==> src/ptc_pkg.sv <==
// package for the precision time clock control block
// assumes a 100 MHz system clock and a 16-bit register port
package ptc_pkg;

  // ---------------------------------------------------------------
  // register byte addresses
  // ---------------------------------------------------------------
  localparam logic [10:0] ADDR_CTL = 11'h600;
  localparam logic [10:0] ADDR_NSL = 11'h604;
  localparam logic [10:0] ADDR_NSH = 11'h606;
  localparam logic [10:0] ADDR_SL = 11'h608;
  localparam logic [10:0] ADDR_SH = 11'h60A;
  localparam logic [10:0] ADDR_PHASE = 11'h60C;
  localparam logic [10:0] ADDR_RATEL = 11'h610;
  localparam logic [10:0] ADDR_RATEH = 11'h612;

  // ---------------------------------------------------------------
  // control word fields
  // ---------------------------------------------------------------
  localparam int CTL_RESET_BIT = 0;
  localparam int CTL_RUN_BIT = 1;
  localparam int CTL_CONT_BIT = 2;
  localparam int CTL_LOAD_BIT = 3;
  localparam int CTL_SNAP_BIT = 4;
  localparam int CTL_DIR_BIT = 5;
  localparam int CTL_STEP_BIT = 6;
  localparam int CTL_RSVD_LO = 7;
  localparam int RATEH_DIR_BIT = 15;
  localparam logic CTL_RUN_RESET = 1'b1;
  localparam logic [15:0] REG_RESET = 16'h0000;

  // pending command slots, in order of priority
  localparam int PND_RST = 0;
  localparam int PND_LD = 1;
  localparam int PND_STEP = 2;
  localparam int PND_SNAP = 3;

  // ---------------------------------------------------------------
  // timing
  // ---------------------------------------------------------------
  localparam int CLK_PERIOD_NS = 10;
  localparam int REF_PERIOD_NS = 40;
  localparam int PHASE_STEP_NS = 8;
  localparam int REF_DIV = REF_PERIOD_NS / CLK_PERIOD_NS;
  localparam logic [1:0] REF_LAST = 2'(REF_DIV - 1);
  localparam logic [30:0] REF_NS = 31'(REF_PERIOD_NS);
  localparam logic [30:0] NS_PER_SEC = 31'h3B9ACA00;

endpackage

==> src/ptc_ref_if.sv <==
// reference tick carrier between the control core and the tick source
// assumes both ends share clk
`timescale 1ns/100ps
`default_nettype none
interface ptc_ref_if;
  logic run_en;
  logic clr;
  logic ld;
  logic [2:0] ld_phase;
  logic tick;
  logic [2:0] phase;
  modport src (input run_en, clr, ld, ld_phase, output tick, phase);
  modport sink (output run_en, clr, ld, ld_phase, input tick, phase);
endinterface
`default_nettype wire

==> src/ptc_clock_ctl.sv <==
// precision time clock: control word, time registers and running clock
// assumes a master that keeps strobes one cycle long and never both at once
`timescale 1ns/100ps
`default_nettype none
module ptc_clock_ctl (
  input wire logic clk,
  input wire logic rstn,
  input wire logic [10:0] addr,
  input wire logic [15:0] wdata,
  input wire logic wr,
  input wire logic rd,
  output logic [15:0] rdata,
  output logic [31:0] rtc_sec,
  output logic [29:0] rtc_ns,
  output logic [2:0] rtc_phase
);

  ptc_ref_if ref_bus ();

  ptc_ref_tick u_tick (
    .clk(clk),
    .rstn(rstn),
    .ref_io(ref_bus.src)
  );

  // ---------------------------------------------------------------
  // register state
  // ---------------------------------------------------------------
  logic run_q, run_d, dir_q, dir_d, cont_q, cont_d;
  logic [3:0] pend_q, pend_d;
  logic [15:0] nsl_q, nsl_d, nsh_q, nsh_d, sl_q, sl_d, sh_q, sh_d;
  logic [15:0] rl_q, rl_d, rh_q, rh_d, rdata_q, rdata_d;
  logic [2:0] ph_q, ph_d;
  // running clock
  logic [31:0] sec_q, sec_d, frac_q, frac_d;
  logic [29:0] ns_q, ns_d;

  logic tick, ctl_wr, time_wr;
  logic exec_rst, exec_ld, exec_step, exec_snap, exec_any;
  logic [29:0] ofs;
  logic [31:0] rate;
  logic rate_dn, adj_on;
  logic [30:0] ns_w, step_add, step_sub, tick_sum, inc_ns;
  logic [32:0] frac_up, frac_dn;

  assign tick = ref_bus.tick;
  assign ctl_wr = wr && (addr == ptc_pkg::ADDR_CTL);
  assign time_wr = wr && (addr == ptc_pkg::ADDR_NSL ||
    addr == ptc_pkg::ADDR_NSH || addr == ptc_pkg::ADDR_SL ||
    addr == ptc_pkg::ADDR_SH);

  // ---------------------------------------------------------------
  // command arbitration
  // ---------------------------------------------------------------
  // commands wait out tick cycles so a step never swallows 40 ns
  assign exec_rst = !tick && pend_q[ptc_pkg::PND_RST];
  assign exec_ld = !tick && !pend_q[ptc_pkg::PND_RST] &&
    pend_q[ptc_pkg::PND_LD];
  assign exec_step = !tick && pend_q[ptc_pkg::PND_STEP] &&
    pend_q[ptc_pkg::PND_LD:ptc_pkg::PND_RST] == 2'h0;
  assign exec_snap = !tick && pend_q[ptc_pkg::PND_SNAP] &&
    pend_q[ptc_pkg::PND_STEP:ptc_pkg::PND_RST] == 3'h0;
  assign exec_any = exec_rst || exec_ld || exec_step || exec_snap;

  // tick source steering
  assign ref_bus.run_en = run_q;
  assign ref_bus.clr = exec_rst;
  assign ref_bus.ld = exec_ld;
  assign ref_bus.ld_phase = ph_q;

  // ---------------------------------------------------------------
  // register file next state
  // ---------------------------------------------------------------
  always_comb begin
    run_d = run_q;
    dir_d = dir_q;
    cont_d = cont_q;
    nsl_d = nsl_q;
    nsh_d = nsh_q;
    sl_d = sl_q;
    sh_d = sh_q;
    ph_d = ph_q;
    rl_d = rl_q;
    rh_d = rh_q;
    // set wins over clear: a fresh write re-arms a finishing command
    pend_d = pend_q & ~{exec_snap, exec_step, exec_ld, exec_rst};
    if (ctl_wr) begin
      run_d = wdata[ptc_pkg::CTL_RUN_BIT];
      dir_d = wdata[ptc_pkg::CTL_DIR_BIT];
      cont_d = wdata[ptc_pkg::CTL_CONT_BIT];
      pend_d = pend_d | {wdata[ptc_pkg::CTL_SNAP_BIT],
        wdata[ptc_pkg::CTL_STEP_BIT], wdata[ptc_pkg::CTL_LOAD_BIT],
        wdata[ptc_pkg::CTL_RESET_BIT]};
    end
    if (wr) begin
      unique case (addr)
        ptc_pkg::ADDR_NSL: nsl_d = wdata;
        ptc_pkg::ADDR_NSH: nsh_d = wdata;
        ptc_pkg::ADDR_SL: sl_d = wdata;
        ptc_pkg::ADDR_SH: sh_d = wdata;
        ptc_pkg::ADDR_PHASE: ph_d = wdata[2:0];
        ptc_pkg::ADDR_RATEL: rl_d = wdata;
        ptc_pkg::ADDR_RATEH: rh_d = wdata;
        default: ;
      endcase
    end
    if (time_wr) begin
      ph_d = 3'h0;
    end
    // snapshot lands after any same-cycle host write
    if (exec_snap) begin
      nsl_d = ns_q[15:0];
      nsh_d = {2'h0, ns_q[29:16]};
      sl_d = sec_q[15:0];
      sh_d = sec_q[31:16];
      ph_d = ref_bus.phase;
    end
    // read data stand only in the cycle after the strobe
    rdata_d = 16'h0000;
    if (rd) begin
      unique case (addr)
        ptc_pkg::ADDR_CTL: rdata_d = {9'h000,
          pend_q[ptc_pkg::PND_STEP], dir_q, pend_q[ptc_pkg::PND_SNAP],
          pend_q[ptc_pkg::PND_LD], cont_q, run_q,
          pend_q[ptc_pkg::PND_RST]};
        ptc_pkg::ADDR_NSL: rdata_d = nsl_q;
        ptc_pkg::ADDR_NSH: rdata_d = nsh_q;
        ptc_pkg::ADDR_SL: rdata_d = sl_q;
        ptc_pkg::ADDR_SH: rdata_d = sh_q;
        ptc_pkg::ADDR_PHASE: rdata_d = {13'h0000, ph_q};
        ptc_pkg::ADDR_RATEL: rdata_d = rl_q;
        ptc_pkg::ADDR_RATEH: rdata_d = rh_q;
        default: rdata_d = 16'h0000;
      endcase
    end
  end

  always_ff @(posedge clk or negedge rstn) begin
    if (!rstn) begin
      run_q <= ptc_pkg::CTL_RUN_RESET;
      dir_q <= 1'b0;
      cont_q <= 1'b0;
      pend_q <= 4'h0;
      nsl_q <= ptc_pkg::REG_RESET;
      nsh_q <= ptc_pkg::REG_RESET;
      sl_q <= ptc_pkg::REG_RESET;
      sh_q <= ptc_pkg::REG_RESET;
      ph_q <= 3'h0;
      rl_q <= ptc_pkg::REG_RESET;
      rh_q <= ptc_pkg::REG_RESET;
      rdata_q <= 16'h0000;
    end else begin
      run_q <= run_d;
      dir_q <= dir_d;
      cont_q <= cont_d;
      pend_q <= pend_d;
      nsl_q <= nsl_d;
      nsh_q <= nsh_d;
      sl_q <= sl_d;
      sh_q <= sh_d;
      ph_q <= ph_d;
      rl_q <= rl_d;
      rh_q <= rh_d;
      rdata_q <= rdata_d;
    end
  end

  // ---------------------------------------------------------------
  // clock arithmetic
  // ---------------------------------------------------------------
  // offsets are taken below one second; larger ones wrap once only
  assign ofs = {nsh_q[13:0], nsl_q};
  assign ns_w = {1'b0, ns_q};
  assign step_add = ns_w + {1'b0, ofs};
  assign step_sub = ns_w - {1'b0, ofs};
  assign rate = {2'h0, rh_q[13:0], rl_q};
  assign rate_dn = rh_q[ptc_pkg::RATEH_DIR_BIT];
  assign adj_on = cont_q && (rate != 32'h00000000);
  assign frac_up = {1'b0, frac_q} + {1'b0, rate};
  assign frac_dn = {1'b0, frac_q} - {1'b0, rate};
  // fraction in 2^-32 ns: carry or borrow moves one whole ns
  always_comb begin
    inc_ns = ptc_pkg::REF_NS;
    if (adj_on && !rate_dn && frac_up[32]) begin
      inc_ns = ptc_pkg::REF_NS + 31'h00000001;
    end else if (adj_on && rate_dn && frac_dn[32]) begin
      inc_ns = ptc_pkg::REF_NS - 31'h00000001;
    end
  end
  assign tick_sum = ns_w + inc_ns;

  always_comb begin
    sec_d = sec_q;
    ns_d = ns_q;
    frac_d = frac_q;
    if (exec_rst) begin
      sec_d = 32'h00000000;
      ns_d = 30'h00000000;
      frac_d = 32'h00000000;
    end else if (exec_ld) begin
      sec_d = {sh_q, sl_q};
      ns_d = ofs;
      frac_d = 32'h00000000;
    end else if (exec_step) begin
      if (dir_q) begin
        if (step_add >= ptc_pkg::NS_PER_SEC) begin
          ns_d = 30'(step_add - ptc_pkg::NS_PER_SEC);
          sec_d = sec_q + 32'h00000001;
        end else begin
          ns_d = step_add[29:0];
        end
      end else if (ns_q < ofs) begin
        ns_d = 30'(step_sub + ptc_pkg::NS_PER_SEC);
        sec_d = sec_q - 32'h00000001;
      end else begin
        ns_d = step_sub[29:0];
      end
    end else if (tick) begin
      if (adj_on) begin
        frac_d = rate_dn ? frac_dn[31:0] : frac_up[31:0];
      end
      if (tick_sum >= ptc_pkg::NS_PER_SEC) begin
        ns_d = 30'(tick_sum - ptc_pkg::NS_PER_SEC);
        sec_d = sec_q + 32'h00000001;
      end else begin
        ns_d = tick_sum[29:0];
      end
    end
  end

  always_ff @(posedge clk or negedge rstn) begin
    if (!rstn) begin
      sec_q <= 32'h00000000;
      ns_q <= 30'h00000000;
      frac_q <= 32'h00000000;
    end else begin
      sec_q <= sec_d;
      ns_q <= ns_d;
      frac_q <= frac_d;
    end
  end

  assign rdata = rdata_q;
  assign rtc_sec = sec_q;
  assign rtc_ns = ns_q;
  assign rtc_phase = ref_bus.phase;

  // ---------------------------------------------------------------
  // checks
  // ---------------------------------------------------------------
  AST_STEP_ADD: assert property (@(posedge clk) disable iff (!rstn)
    exec_step && dir_q && step_add < ptc_pkg::NS_PER_SEC
    |=> ns_q == $past(step_add[29:0]) && $stable(sec_q))
    else $error("step add result wrong");
  AST_STEP_SUB: assert property (@(posedge clk) disable iff (!rstn)
    exec_step && !dir_q && ns_q >= ofs
    |=> ns_q == $past(step_sub[29:0]))
    else $error("step subtract result wrong");
  AST_SNAP_COPY: assert property (@(posedge clk) disable iff (!rstn)
    exec_snap |=> nsl_q == $past(ns_q[15:0]) &&
    sh_q == $past(sec_q[31:16]) && ph_q == $past(ref_bus.phase))
    else $error("snapshot did not capture clock");
  AST_LOAD_TIME: assert property (@(posedge clk) disable iff (!rstn)
    exec_ld |=> sec_q == {$past(sh_q), $past(sl_q)} &&
    ns_q == $past(ofs))
    else $error("load did not copy time registers");
  AST_FROZEN: assert property (@(posedge clk) disable iff (!rstn)
    !run_q ##1 !run_q && !exec_any |=> $stable(ns_q) && $stable(sec_q))
    else $error("frozen clock moved");
  AST_RESET_CLK: assert property (@(posedge clk) disable iff (!rstn)
    exec_rst |=> sec_q == 32'h00000000 && ns_q == 30'h00000000)
    else $error("clock reset did not clear time");
  AST_RSVD_ZERO: assert property (@(posedge clk) disable iff (!rstn)
    rd && addr == ptc_pkg::ADDR_CTL |=> rdata_q[15:7] == 9'h000)
    else $error("reserved control bits not zero");
  AST_PHASE_CLR: assert property (@(posedge clk) disable iff (!rstn)
    time_wr && !exec_snap |=> ph_q == 3'h0)
    else $error("phase not cleared on time write");
  AST_PLAIN_TICK: assert property (@(posedge clk) disable iff (!rstn)
    tick && !adj_on && tick_sum < ptc_pkg::NS_PER_SEC
    |=> ns_q == $past(ns_q) + 30'(ptc_pkg::REF_NS) && $stable(frac_q))
    else $error("unadjusted tick not 40 ns");
  AST_CMD_DONE: assert property (@(posedge clk) disable iff (!rstn)
    ctl_wr && wdata[ptc_pkg::CTL_SNAP_BIT] ##1 !ctl_wr [*5]
    |-> !pend_q[ptc_pkg::PND_SNAP])
    else $error("snapshot bit stuck");
  AST_ORDER: assert property (@(posedge clk) disable iff (!rstn)
    pend_q[ptc_pkg::PND_RST] && pend_q[ptc_pkg::PND_LD] && !tick
    |=> pend_q[ptc_pkg::PND_LD] || ctl_wr == 1'b1 || $past(ctl_wr))
    else $error("load ran before reset");

endmodule
`default_nettype wire

==> src/ptc_ref_tick.sv <==
// 25 MHz reference tick and 8 ns sub-phase source
// assumes clk at 100 MHz; four system cycles make one reference cycle
`timescale 1ns/100ps
`default_nettype none
module ptc_ref_tick (
  input wire logic clk,
  input wire logic rstn,
  ptc_ref_if.src ref_io
);

  logic [1:0] cnt_q, cnt_d;
  logic tick_q, tick_d;
  logic [1:0] ld_cnt;
  logic [2:0] phase_q, phase_d;

  // ---------------------------------------------------------------
  // phase to sub-cycle mapping
  // ---------------------------------------------------------------
  // 8 ns codes land on the 10 ns slot that contains them
  // six bits: code 4 times 8 ns is 32 and must not wrap
  always_comb begin
    ld_cnt = 2'h3;
    if (ref_io.ld_phase < 3'h5) begin
      ld_cnt = 2'((6'(ref_io.ld_phase) * 6'(ptc_pkg::PHASE_STEP_NS)) /
        6'(ptc_pkg::CLK_PERIOD_NS));
    end
  end

  // ---------------------------------------------------------------
  // divider
  // ---------------------------------------------------------------
  // counter holds while the clock is frozen, save on clear or load, so no tick escapes
  always_comb begin
    cnt_d = cnt_q;
    tick_d = 1'b0;
    if (ref_io.clr) begin
      cnt_d = 2'h0;
    end else if (ref_io.ld) begin
      cnt_d = ld_cnt;
    end else if (ref_io.run_en) begin
      if (cnt_q == ptc_pkg::REF_LAST) begin
        cnt_d = 2'h0;
        tick_d = 1'b1;
      end else begin
        cnt_d = cnt_q + 2'h1;
      end
    end
    // slot index times 10 ns over 8 ns is the slot number itself
    phase_d = {1'b0, cnt_d};
  end

  always_ff @(posedge clk or negedge rstn) begin
    if (!rstn) begin
      cnt_q <= 2'h0;
      tick_q <= 1'b0;
      phase_q <= 3'h0;
    end else begin
      cnt_q <= cnt_d;
      tick_q <= tick_d;
      phase_q <= phase_d;
    end
  end

  assign ref_io.tick = tick_q;
  assign ref_io.phase = phase_q;

endmodule
`default_nettype wire

==> config.mk <==
export PLATFORM = sky130hd
export DESIGN_NAME = ptc_clock_ctl
export DESIGN_NICKNAME = d
export VERILOG_FILES = /design/src/ptc_pkg.sv /design/src/ptc_ref_if.sv /design/src/ptc_clock_ctl.sv /design/src/ptc_ref_tick.sv
export SDC_FILE = /design/constraint.sdc
export NUM_CORES = 1
export LEC_CHECK = 0
export BUFFER_PORTS_ARGS = -buffer_cell sky130_fd_sc_hd__buf_4
export CAP_MARGIN = 5
export CORE_ASPECT_RATIO = 1.4
export CORE_UTILIZATION = 30
export CTS_CLUSTER_DIAMETER = 80
export DETAILED_ROUTE_END_ITERATION = 10
export GPL_ROUTABILITY_DRIVEN = 0
export RECOVER_POWER = 100
export SLEW_MARGIN = 25
export SYNTH_ARGS = -nofsm -noshare
export SYNTH_HDL_FRONTEND = slang
export SYNTH_SLANG_ARGS = --single-unit
==> constraint.sdc <==
create_clock -name clk -period 8.4 [get_ports clk]
set_input_delay 0.42 -clock clk [delete_from_list [all_inputs] [get_ports clk]]
set_output_delay 0.42 -clock clk [all_outputs]
set_load 0.005 [all_outputs]
# Yosys cells after proc, flatten, opt, wreduce, memory -nomap -nowiden
# Cells that the tools add are included.
[word_totals]
ff_bits = 219
in_bits = 31
out_inout_bits = 81
word_cells = 144
[op_classes]
addsub = 11
div = 1
magnitude_cmp = 4
eq_ne = 12
n_mux = 52
bitwise = 3
n_reduce_logical = 44
[ops]
columns = ["cell", "count"]
rows = [
  ["$mux 32", 14],
  ["$mux 30", 8],
  ["$mux 16", 13],
  ["$pmux 16 s8", 1],
  ["$eq 11x11->1 const B", 8],
  ["$ge 31x30->1 const B", 2],
  ["$sub 30x30->30 const B", 2],
  ["$add 32x30->33", 1],
  ["$sub 32x30->33", 1],
  ["$add 32x1->32 const B", 1],
  ["$reduce_bool 32->1", 1],
  ["$sub 32x1->32 const B", 1],
  ["$add 30x30->31", 1],
  ["$add 30x6->31", 1],
  ["$add 30x30->30 const B", 1],
  ["$lt 30x30->1", 1],
  ["$sub 30x30->30", 1],
  ["$reduce_bool 3->1", 5],
  ["$logic_and 1x1->1", 14],
  ["$reduce_and 2->1", 7],
  ["$mux 3", 4],
  ["$mux 4", 3],
  ["$mux 2", 5],
  ["$ne 5x4->1 const B", 2],
  ["17 further kinds", 29],
]

# Longest topological paths before layout
# Gate-level depths: netlist of run 1.
[logic_depth]
ltp_word = 13
mapped_depth = 35
ltp_nobuf = 34

# By module
# Synthesis of run 1 repeated with hierarchy kept, for this count alone.
[unflattened]
hier_cells = 2660
area_unflattened_um2 = 20876.3
[by_module_without_submodules]
columns = ["module", "instances", "cells_each", "area_each_um2", "seq_area_each_um2"]
rows = [
  ["ptc_clock_ctl", 1, 2642, 20703.6, 5406.4],
  ["ptc_ref_tick", 1, 18, 172.7, 75.1],
]

# Least setup slack after synthesis of run 1
# Ideal clock, no wire load.
[synth_path]
kind = "reg-to-reg"
startpoint = "register rl_q[0]"
endpoint = "register ns_q[24] (netlist: rtc_ns[24])"
setup_ns = 0.134
arrival_time_ns = 7.011
required_ns = 8.266
setup_slack_ns = 1.255
path_stages_with_launch = 35
path_buffers = 1
synth_period_minus_slack_ns = 7.145
cell_sequence = "dfrtp_1 -> ha_1 -> inv_1 -> fa_1 -> o21bai_1 -> a21oi_1 -> o21ai_0 -> a21oi_1 -> o21bai_1 -> a2111oi_0 -> nor3_1 -> nor3_1 -> o41ai_1 -> nand2_1 -> o41ai_1 -> nand3b_1 -> a31oi_1 -> nor2_1 -> o31ai_1 -> ha_1 -> ha_1 -> nor3_1 -> a21oi_1 -> and2_1 -> a22oi_1 -> ha_1 -> or4_1 -> nand3_1 -> a21oi_1 -> a2bb2oi_1 -> a21o_1 -> buf_6 -> or4_1 -> nand4_1 -> a21oi_1"
[synth_between]
elab_chain_len = 13
word_cells_on_any_way = 18
cone_classes = "add/sub: 4; order compare: 1; mux: 7; reduce/logical: 6"
[synth_lines]
columns = ["element", "line_no", "rtl"]
rows = [
  ["start: declaration", "ptc_clock_ctl.sv:32", "logic [15:0] rl_q, rl_d, rh_q, rh_d, rdata_q, rdata_d;"],
  ["start signal: assignment", "ptc_clock_ctl.sv:149", "rl_q <= ptc_pkg::REG_RESET;"],
  ["start signal: assignment", "ptc_clock_ctl.sv:162", "rl_q <= rl_d;"],
  ["branches (longest 5 deep; another with $sub 32x30->33)", "--", ""],
  ["$mux 4 (*)", "ptc_clock_ctl.sv:184", "if (adj_on && !rate_dn && frac_up[32]) begin"],
  ["$add 30x6->31 (*)", "ptc_clock_ctl.sv:190", "assign tick_sum = ns_w + inc_ns;"],
  ["$sub 30x30->30 / $ge 31x30->1 (equally long branches)", "ptc_clock_ctl.sv:223, ptc_clock_ctl.sv:222", ""],
  ["$mux 30 (*)", "ptc_clock_ctl.sv:222", "if (tick_sum >= ptc_pkg::NS_PER_SEC) begin"],
  ["$mux 30 (*)", "ptc_clock_ctl.sv:218", "end else if (tick) begin"],
  ["$mux 30 (*)", "ptc_clock_ctl.sv:204", "end else if (exec_step) begin"],
  ["$mux 30 (*)", "ptc_clock_ctl.sv:200", "end else if (exec_ld) begin"],
  ["$mux 30 (*)", "ptc_clock_ctl.sv:196", "if (exec_rst) begin"],
  ["end signal: assignment", "ptc_clock_ctl.sv:238", "ns_q <= ns_d;"],
  ["end: declaration", "ptc_clock_ctl.sv:36", "logic [29:0] ns_q, ns_d;"],
]
# Every way passes the cells marked *. The select of a mux whose other input is x is not followed.
# A chain may end at the register's enable or synchronous reset.

# Final worst setup path of run 1
[layout_path]
startpoint = "register frac_q[0]"
endpoint = "register ns_q[21] (netlist: rtc_ns[21])"
[layout_between]
elab_chain_len = 11
word_cells_on_any_way = 14
cone_classes = "add/sub: 4; order compare: 1; mux: 7; reduce/logical: 2"
[layout_lines]
columns = ["element", "line_no", "rtl"]
rows = [
  ["start: declaration", "ptc_clock_ctl.sv:35", "logic [31:0] sec_q, sec_d, frac_q, frac_d;"],
  ["start signal: assignment", "ptc_clock_ctl.sv:239", "frac_q <= frac_d;"],
  ["$sub 32x30->33", "ptc_clock_ctl.sv:180", "assign frac_dn = {1'b0, frac_q} - {1'b0, rate};"],
  ["$logic_and 1x1->1", "ptc_clock_ctl.sv:186", "end else if (adj_on && rate_dn && frac_dn[32]) begin"],
  ["$mux 4", "ptc_clock_ctl.sv:186", ""],
  ["$mux 4 (*)", "ptc_clock_ctl.sv:184", ""],
  ["$add 30x6->31 (*)", "ptc_clock_ctl.sv:190", ""],
  ["$sub 30x30->30 / $ge 31x30->1 (equally long branches)", "ptc_clock_ctl.sv:223, ptc_clock_ctl.sv:222", ""],
  ["$mux 30 (*)", "ptc_clock_ctl.sv:222", ""],
  ["$mux 30 (*)", "ptc_clock_ctl.sv:218", ""],
  ["$mux 30 (*)", "ptc_clock_ctl.sv:204", ""],
  ["$mux 30 (*)", "ptc_clock_ctl.sv:200", ""],
  ["$mux 30 (*)", "ptc_clock_ctl.sv:196", ""],
]
# Mark *: on every way between the ends. The rest lies on a longest branch, timed or not. The select of a mux whose other input is x is not followed.

==> results.json, run 1 <==
{
  "drc": 0,
  "h-tree-depth": 1,
  "crit_buf_inv": 3,
  "fin_tns_setup_ns": 0,
  "min_path_type": "primary input to flip-flop",
  "syn_nets": 2827,
  "antenna_found_initial": 2,
  "failed_checks": "capacitance limit, slew limit",
  "worst_ep_arrival_time_ns": 8.39,
  "root_buffer": "clkbuf_16",
  "critPathMostFrequentCell": "a21oi_1",
  "via_per_inst": 5.818,
  "core_area_sq_um": 68010,
  "post_cts_buffers": 0,
  "slew_viol_final": 420,
  "fmax_mhz": 126.8,
  "routedWlPerCell_microns": 23.91,
  "crit_type": "flip-flop to flip-flop",
  "timing.final.crit_share_pct": 93.92,
  "multi_input_area_sq_um": 13990,
  "clk_path_buf_depth": 3,
  "max_cap_violations": 7,
  "tightest_slew_ns": 6.003,
  "syn-instance-count": 2663,
  "p_total_mw": 6.706,
  "setup_viol": 0,
  "cp_num_cells": 33,
  "fin_crit_ns": 7.889,
  "core.rowCount": 113,
  "hold_path_startpoint": "wdata[3]",
  "synth_seq_cells": 219,
  "ys_async_sr_fraction_pct": 100.0,
  "dieArea_sq_um": 69950,
  "cp_slowest_stage_delay_ns": 0.47,
  "final-seq-area_sq_um": 5482,
  "grtUsageTotal_pct": 24.61,
  "clk_pin_slew_ns": 0.07,
  "dp_hpwl_mm": 64.57,
  "worstReg2RegStart": "frac_q[0]",
  "start_util_pct": 30.39,
  "vdd_drop_max_v": 0.0001403,
  "pin_count": 112,
  "reg2regPathDepth": 33,
  "grt_first_pass_wirelength_mm": 130.8,
  "overflow": 0,
  "critPathSlowestCell": "or4_4",
  "ant_nets": 0,
  "skew_ns": 0.03500,
  "crit_path_start_kind": "flip-flop",
  "cts_sinks": 219,
  "cp.required_ns": 8.90,
  "wirelength_mm": 87.17,
  "cts_tree": "built",
  "path_delay_family": "compound AO/OA/AOI/OAI gates",
  "yosys_warnings": 0,
  "insertion_delay_ns": 0.58,
  "power_density_nw_per_um2": 288.6,
  "syn_avg_cell_area_sq_um": 7.760,
  "n_fill_cell": 7290,
  "area_growth_pct": 12.44,
  "first_iter_violations": 1811,
  "portBuffers": 110,
  "hold_depth": 3,
  "crit_start": "frac_q[0]",
  "rsz0062_at_grt": "false",
  "seq_area_frac_synth_pct": 26.52,
  "p_leak_nw": 9.835,
  "final-instance-count-excl-fill": 3645,
  "synth_flop_cell": "dfrtp_1",
  "maxSlewHeadroom_pct": -300.2,
  "place_inst": 3599,
  "synth_edf_count": 0,
  "status": "finished, violations left",
  "grt_max_degree": 118,
  "dieHeight_microns": 312.6,
  "drt-pass1-iter-count": 6,
  "layout-drive-gt1-share_pct": 9.805,
  "end_kind": "flip-flop",
  "hold_violations": 0,
  "chipWidth_microns": 223.8,
  "grt_pass1_vias": 20480,
  "synth.distinct_cells": 98,
  "num_vias": 21210,
  "numCtsBuffers": 25,
  "synthesis.area_sq_um": 20670,
  "fin_nets": 2871,
  "crit_fanout": 6
}
final timing paths:
check                                  end  slack (ns)
max in group asynchronous       rtc_sec[2]        1.82
worst min register to register    rh_q[14]        0.52
worst max register to register  rtc_ns[21]        0.51
worst max-delay path            rtc_ns[21]        0.51
worst min-delay path             pend_q[1]        0.18
min in group asynchronous        rdata[12]        2.66
cell type report:
class / instances / area share, %
multi-input combinational: 2128 / 60.22
sequential: 219 / 23.59
tap: 920 / 4.954
timing repair buffer: 171 / 4.889
clock buffer: 32 / 3.021
inverter: 162 / 2.617
clock inverter: 11 / 0.6892
antenna: 2 / 0.02154
metal layers:
layer / global-route usage [%] / wire length, microns / part of all wire, %
met1: 28.15 / 32710 / 38
met2: 41.52 / 41410 / 48
met3: 3.572 / 5269 / 6.0
met4: 18.48 / 7763 / 8.9
met5: 0 / 16 / 0.018
worst register-to-register path: cells and delay by family, from the launching register on:
family                     cells  cell delay (ns)
adders and majority gates      4             1.13
and+or+nand+nor                9             1.89
muxes                          1             0.35
xor gates and xnor gates       1             0.26
AOI/OAI and AO/OA             15             3.39
DFF                            1             0.36
buffers and inverters          3             0.44
what timing repair did:
item                       in CTS  in global routing
hold endpoints to repair       58                  0
resized for setup               0                  8
setup endpoints to repair       0                 53
hold buffers                    1                  0
kinds of logic (layout without fill, tap and decap cells):
| logic type | count (synthesis) | count (layout) | share of synthesized area, % |
|---|---|---|---|
| compound gates | 869 | 869 | 26.63 |
| buf+inv | 316 | 376 | 6.079 |
| simple gates | 849 | 849 | 19.73 |
| flops | 219 | 219 | 26.52 |
| mux | 131 | 131 | 6.575 |
| fa+ha+maj | 133 | 133 | 8.198 |
| xor+xnor | 145 | 145 | 6.248 |
| other cells | 1 | 3 | 0.01815 |
power by group:
group / total [mW] / internal, mW / leakage [nW] / switching, mW
registers: 1.47 / 1.15 / 2.62 / 0.321
logic: 4.05 / 1.48 / 6.80 / 2.58
clock network: 1.18 / 0.686 / 0.421 / 0.494
per-stage QoR:
stage	hold slack [ns]	instance area (sq um)	setup WS, ns	util (%)
final	0.1782	23240	0.5107	34.17
after global routing	0.1750	23230	0.03413	34.16
after CTS	0.1332	23400	0.04892	34.41
after detailed placement	0.5027	22530	0.1097	33.12
after global placement	0.4862	22510	0.3541	33.09
after floorplan	0.1244	20670	1.255	-
cell usage in the layout (no fill, tap or decap), types with 38 or more instances in the layout:
cell type	instances
xnor2_1	104
o21ai_0	235
nor3_1	102
mux2_2	38
xor2_1	38
buf_4	77
ha_1	129
dfrtp_1	218
nor2_1	194
nand2_1	237
nand3_1	80
clkbuf_1	40
mux2i_1	93
inv_1	161
clkbuf_4	52
a21oi_1	238
synth_stat cells, types with 32 or more instances:
master / number / area, sq um
a211oi_1: 37 / 277.8
a21o_1: 37 / 277.8
a21oi_1: 238 / 1191
clkbuf_1: 108 / 405.4
dfrtp_1: 218 / 5455
ha_1: 129 / 1614
inv_1: 161 / 604.3
mux2_2: 38 / 427.9
mux2i_1: 93 / 930.9
nand2_1: 237 / 889.6
nand3_1: 81 / 405.4
nor2_1: 195 / 732.0
nor3_1: 102 / 510.5
nor4_1: 32 / 200.2
o21ai_0: 235 / 1176
xnor2_1: 104 / 910.9
xor2_1: 39 / 341.6
(Power assumes the default switching activity.)
==> run 2, diff against run 1 <==
--- a/config.mk
+++ b/config.mk
@@ -12,7 +12,7 @@
 export CTS_CLUSTER_DIAMETER = 80
 export DETAILED_ROUTE_END_ITERATION = 10
 export GPL_ROUTABILITY_DRIVEN = 0
-export RECOVER_POWER = 100
+export RECOVER_POWER = 25
 export SLEW_MARGIN = 25
 export SYNTH_ARGS = -nofsm -noshare
 export SYNTH_HDL_FRONTEND = slang
==> run 2 against run 1 <==
The run still ends with capacitance limit, slew limit left. Die area is the same. Sequential share of layout area shrank 0.21 points. First-iteration DRC count grew 11%. Flip-flop and latch count is the same. Via count shrank 0.17%. Clock-buffer cell count is the same. Power grew 1.3%. Fmax grew 0.56%. Sequential power is essentially flat. Critical path type unchanged. Largest cell class unchanged. Highest routed layer unchanged.
==> results.json, run 2 (same netlist as run 1, synthesis figures left out) <==
{
  "cp_num_cells": 34,
  "reg2regPathDepth": 34,
  "dieHeight_microns": 312.6,
  "insertion_delay_ns": 0.59,
  "fin_crit_ns": 7.846,
  "grt_use_met2_pct": 41.52,
  "hold_violations": 0,
  "h-tree-depth": 1,
  "wirelength_mm": 87.35,
  "hold_ws_ns": 0.1462,
  "n_fill_cell": 7250,
  "pwr-share-seq_pct": 21.7,
  "max_cap_violations": 1,
  "grt-busiest-layer": "met2",
  "antenna_found_initial": 3,
  "p_leak_nw": 10.01,
  "slew_viol_final": 105,
  "end_kind": "flip-flop",
  "crit_end": "rtc_ns[21]",
  "power_density_nw_per_um2": 289.8,
  "grtUsageTotal_pct": 24.61,
  "status": "finished, violations left",
  "cp_slowest_stage_delay_ns": 0.53,
  "fin_tns_setup_ns": 0,
  "worstReg2RegStart": "frac_q[0]",
  "maxSlewHeadroom_pct": -305.9,
  "cp.required_ns": 8.90,
  "critPathSlowestCell": "or4_1",
  "root_buffer": "clkbuf_16",
  "crit_path_start_kind": "flip-flop",
  "cts_tree": "built",
  "first_iter_violations": 2010,
  "finalWorstSetupSlack_ns": 0.5544,
  "cts_sinks": 219,
  "grtUsageMet1_pct": 28.15,
  "clk_path_buf_depth": 3,
  "pin_count": 112,
  "drt-pass1-iter-count": 6,
  "overflow": 0,
  "portBuffers": 110,
  "clk_pin_slew_ns": 0.07,
  "crit_type": "flip-flop to flip-flop",
  "crit_buf_inv": 2,
  "min_path_type": "primary input to flip-flop",
  "rsz0062_at_grt": "false",
  "use_met3_pct": 3.572,
  "grt_pass1_vias": 20480,
  "path_delay_family": "compound AO/OA/AOI/OAI gates",
  "fmax_mhz": 127.5,
  "setup_viol": 0,
  "dieArea_sq_um": 69950,
  "vdd_drop_max_v": 0.0001416,
  "core.rowCount": 113,
  "core_area_sq_um": 68010,
  "dp_hpwl_mm": 64.57,
  "area_growth_pct": 13.47,
  "post_dp_cell_area_sq_um": 22530,
  "layout-drive-gt1-share_pct": 11.42,
  "num_vias": 21170,
  "final_area_sq_um": 23450,
  "numCtsBuffers": 25,
  "chipWidth_microns": 223.8,
  "crit_start": "frac_q[0]",
  "worst_ep_arrival_time_ns": 8.35,
  "post_cts_buffers": 0,
  "ant_nets": 0,
  "crit_fanout": 10,
  "p_comb_share_pct": 60.9,
  "drc": 0,
  "power_switching_mw": 3.420,
  "reg2reg_to": "rtc_ns[21]",
  "pre_cts_ws_ns": 0.1097,
  "via_per_inst": 5.810,
  "grt_first_pass_wirelength_mm": 130.8,
  "start_util_pct": 30.39,
  "failed_checks": "capacitance limit, slew limit",
  "tightest_slew_ns": 6.088,
  "pwr-share-clk_pct": 17.4,
  "routedWlPerCell_microns": 23.97,
  "switching_share_pct": 50.33,
  "final_cell_mix": "nand2_1, a21oi_1, o21ai_0",
  "p_int_mw": 3.376,
  "fin_nets": 2871,
  "skew_ns": 0.03689,
  "p_total_mw": 6.796,
  "timing.final.crit_share_pct": 93.40,
  "grt_max_degree": 118,
  "reg2reg_slack_ns": 0.55
}
## run 2: cell type report
| class | count | area [sq um] | area share, % |
|---|---|---|---|
| clock buffers | 32 | 701.9 | 2.993 |
| flip-flops and latches | 219 | 5482 | 23.38 |
| clock inverters | 11 | 160.2 | 0.6830 |
| diodes | 1 | 2.502 | 0.01067 |
| well taps | 920 | 1151 | 4.909 |
| multi-input cells | 2128 | 14050 | 59.91 |
| repair buffers | 171 | 1295 | 5.522 |
| inverters | 162 | 608.1 | 2.593 |
## run 2: worst min-delay path by stage
stage / slack [ns] / end / from / cells past startpoint
after global routing: 0.15 / rdata[5] / rd / 3
final: 0.15 / rdata[5] / rd / 3
after CTS: 0.13 / rdata[5] / rd / 3
after floorplan: 0.12 / cont_q / rstn / 0
after detailed placement: 0.50 / rh_q[14] / rh_q[14] / 1
after global placement: 0.49 / rh_q[14] / rh_q[14] / 1
## run 2: worst min-delay path, delay by kind of cell
family	cells	cell delay [ns]
buf+inv	1	0.13
compound gates	2	0.13
## run 2: what timing repair did
item / 4_1_cts / 5_1_grt
resized for setup: 0 / 8
setup endpoints to repair: 0 / 53
hold endpoints to repair: 58 / 0
hold buffers: 1 / 0
## run 2: power groups by stage
stage,clock [mW],sequential (mW),combinational [mW]
4_1_cts,1.20,1.45,3.98
6_report,1.18,1.48,4.14
5_1_grt,1.24,1.47,4.43
3_5_place_dp,0,1.47,3.96
2_1_floorplan,0,1.31,2.68
3_3_place_gp,0,1.48,3.96
## run 2: routing by layer
layer	up-vias	wire (microns)
li1	9771	-
met1	10120	32590
met2	956	41450
met3	319	5650
met4	4	7638
met5	-	24
## run 2: per-stage QoR
| stage | util [%] | cells |
|---|---|---|
| final | 34.48 | 3644 |
| after detailed placement | 33.12 | 3599 |
| after global placement | 33.09 | 3599 |
| after floorplan | - | 2663 |
| after global routing | 34.48 | 3643 |
| after CTS | 34.41 | 3643 |
==> run 3, diff against run 2 <==
--- a/config.mk
+++ b/config.mk
@@ -5,6 +5,7 @@
 export SDC_FILE = /design/constraint.sdc
 export NUM_CORES = 1
 export LEC_CHECK = 0
+export ABC_AREA = 1
 export BUFFER_PORTS_ARGS = -buffer_cell sky130_fd_sc_hd__buf_4
 export CAP_MARGIN = 5
 export CORE_ASPECT_RATIO = 1.4
==> run 3 against run 2 <==
The run still ends with capacitance limit, slew limit left. Via count up 14%. Clock-buffer cell count down 1. Combinational power down 67%. Sequential share of layout area down 1.1 points. Register-to-register slack better by 0.51 ns. Area after synthesis up 6.5%. Die area up 6.5%. Global-route usage down 0.31 points. Critical path type unchanged.
==> results.json, run 3 <==
{
  "area_growth_pct": 11.74,
  "worstReg2RegStart": "rl_q[0]",
  "p_leak_nw": 12.58,
  "final_core_util_pct": 33.88,
  "synthesis.area_sq_um": 22010,
  "yosysTopAreaCell": "dfrtp_1",
  "setup_viol": 0,
  "end_kind": "flip-flop",
  "portBuffers": 110,
  "switching_share_pct": 39.71,
  "status": "finished, violations left",
  "hold_ws_ns": 0.1477,
  "layout-drive-gt1-share_pct": 8.529,
  "syn_nets": 3613,
  "num_vias": 24220,
  "syn-instance-count": 3449,
  "numCtsBuffers": 29,
  "core_area_sq_um": 72610,
  "hold_violations": 0,
  "synth_area_leaders": "dfrtp_1, nand2_1, inv_1",
  "syn_avg_cell_area_sq_um": 6.383,
  "hold_depth": 3,
  "ant_nets": 0,
  "dp_hpwl_mm": 73.09,
  "cts_sinks": 219,
  "power_switching_mw": 1.573,
  "synth_edf_count": 0,
  "cts_tree": "built",
  "drc": 0,
  "grt_max_degree": 124,
  "hold_path_startpoint": "wdata[0]",
  "netlist.area_leader.share_pct": 24.78,
  "fin_crit_ns": 7.331,
  "chipWidth_microns": 230.9,
  "crit_fanout": 41,
  "synth_top_cells_by_count": "nand2_1, inv_1, nor2_1, a21oi_1, o21ai_0",
  "drt-pass1-iter-count": 6,
  "slew_viol_final": 127,
  "skew_ns": 0.02900,
  "wl_met3_mm": 6.784,
  "clk_pin_slew_ns": 0.07,
  "wirelength_mm": 93.04,
  "worst_ep_arrival_time_ns": 7.77,
  "critPathMostFrequentCell": "nand2_1",
  "power_density_nw_per_um2": 161.1,
  "max_cap_violations": 2,
  "wl_met1_mm": 33.75,
  "seq_area_frac_synth_pct": 24.90,
  "first_iter_violations": 2204,
  "multi_input_area_sq_um": 14180,
  "crit_path_start_kind": "flip-flop",
  "antennaDiodeCount": 0,
  "place_inst": 4392,
  "final-seq-area_sq_um": 5482,
  "failed_checks": "capacitance limit, slew limit",
  "min_to": "ph_q[0]",
  "core.rowCount": 117,
  "grt_first_pass_wirelength_mm": 138.1,
  "grt_pass1_vias": 22830,
  "final_cell_mix": "nand2_1, inv_1, nor2_1",
  "grtUsageTotal_pct": 24.30,
  "antenna_found_initial": 1,
  "critPathSlowestCell": "dfrtp_1",
  "overflow": 0,
  "final-instance-count-excl-fill": 4446,
  "fmax_mhz": 136.4,
  "fin_nets": 3636,
  "min_path_type": "primary input to flip-flop",
  "cp.required_ns": 8.84,
  "maxUsedRoutingLayer": "met5",
  "clk_path_buf_depth": 3,
  "routedWlPerCell_microns": 20.93,
  "mostFrequentLayoutCell": "nand2_1",
  "synth.distinct_cells": 70,
  "maxSlewHeadroom_pct": -281.4,
  "dr_wl_met2_mm": 45.31,
  "fin_tns_setup_ns": 0,
  "start_util_pct": 30.32,
  "yosys_warnings": 0,
  "p_comb_share_pct": 34.0,
  "synth_seq_cells": 219,
  "dieArea_sq_um": 74480,
  "pwr-share-seq_pct": 31.1,
  "cp_slowest_stage_delay_ns": 0.41,
  "dieHeight_microns": 322.5,
  "pwr-share-clk_pct": 34.8,
  "reg2regPathDepth": 39,
  "pin_count": 112,
  "ys_async_sr_fraction_pct": 100.0,
  "p_int_mw": 2.389,
  "reg2reg_to": "rtc_sec[6]",
  "n_fill_cell": 8054,
  "timing.final.crit_share_pct": 87.28,
  "rsz0062_at_grt": "false",
  "root_buffer": "clkbuf_16",
  "vdd_drop_max_v": 0.0001591,
  "insertion_delay_ns": 0.58,
  "h-tree-depth": 1,
  "synth_flop_cell": "dfrtp_1",
  "yosysMostFrequentCell": "nand2_1",
  "tightest_slew_ns": 5.721,
  "crit_type": "flip-flop to flip-flop",
  "post_cts_buffers": 0,
  "via_per_inst": 5.447,
  "reg2reg_slack_ns": 1.07
}
[run 3: cell types whose count changed after synthesis, sizes merged, moves of 60 or more]
cell | before | now
nand2 | 237 | 1000
inv | 161 | 451
nor2 | 195 | 298
nand3 | 81 | 183
xnor2 | 105 | 4
mux2i | 93 | 1
o221ai | 7 | 67
[run 3: layout make-up]
| cell class | instances | area share (%) |
|---|---|---|
| well taps | 952 | 4.843 |
| inverters | 455 | 6.964 |
| clock buffers | 31 | 3.022 |
| multi-input cells | 2634 | 57.67 |
| clock inverters | 22 | 1.251 |
| repair buffers | 133 | 3.968 |
| flip-flops and latches | 219 | 22.29 |
[run 3: timing repair]
action                                 in CTS  in global routing
resized for setup                           0                  0
hold buffers                                1                  0
setup endpoints to repair                   0                  0
endpoints found under the hold margin      96                  0
[run 3: power groups by stage]
stage	registers [mW]	logic (mW)	clock network [mW]
after floorplan	1.18	0.937	0
after detailed placement	1.25	1.31	0
after global placement	1.25	1.31	0
after global routing	1.23	1.48	1.44
after CTS	1.23	1.32	1.40
final	1.23	1.35	1.38
[run 3: per-stage QoR]
| stage | total power, mW | cell area [sq um] | setup WS, ns |
|---|---|---|---|
| detailed placement | 2.560 | 23570 | 1.246 |
| CTS | 3.947 | 24630 | 1.166 |
| global route | 4.156 | 24600 | 0.2609 |
| finish | 3.962 | 24600 | 1.069 |
| floorplan | 2.117 | 22010 | 3.114 |
| global placement | 2.553 | 23570 | 1.387 |
[run 3: layer usage]
metal | vias up | global-route usage [%]
met4 | 2 | 16.25
met1 | 11230 | 26.80
met3 | 349 | 3.766
li1 | 11460 | -
met2 | 1178 | 42.90
met5 | - | 0
[run 3: how the worst max path moves through the flow]
stage             from     endpoint  slack, ns  depth (start not counted)
3_5_place_dp   rl_q[0]   rtc_sec[6]       1.25                         39
5_1_grt        rl_q[0]   rtc_sec[1]       0.26                         41
6_report       rl_q[0]   rtc_sec[6]       1.07                         39
3_3_place_gp   rl_q[0]  rtc_sec[31]       1.39                         37
2_1_floorplan  rl_q[0]  rtc_sec[26]       3.11                         42
4_1_cts        rl_q[0]   rtc_sec[6]       1.17                         39
[run 3: kinds of logic (layout without fill, tap and decap cells)]
kind of cell,Yosys count,in the layout,synth area share [%]
buffers and inverters,596,641,10.86
DFF,219,219,24.90
muxes,1,1,0.04547
other,1,1,0.01703
and+or+nand+nor,1647,1647,31.98
AOI/OAI and AO/OA,755,755,20.58
xor gates and xnor gates,97,97,3.927
adders and majority gates,133,133,7.696
[run 3: critical path, delay by kind of cell (launching register included)]
family	cells	cell delay, ns
simple gates	17	2.10
xor+xnor	1	0.30
buf+inv	4	0.35
fa+ha+maj	4	1.16
compound gates	13	2.84
flops	1	0.41
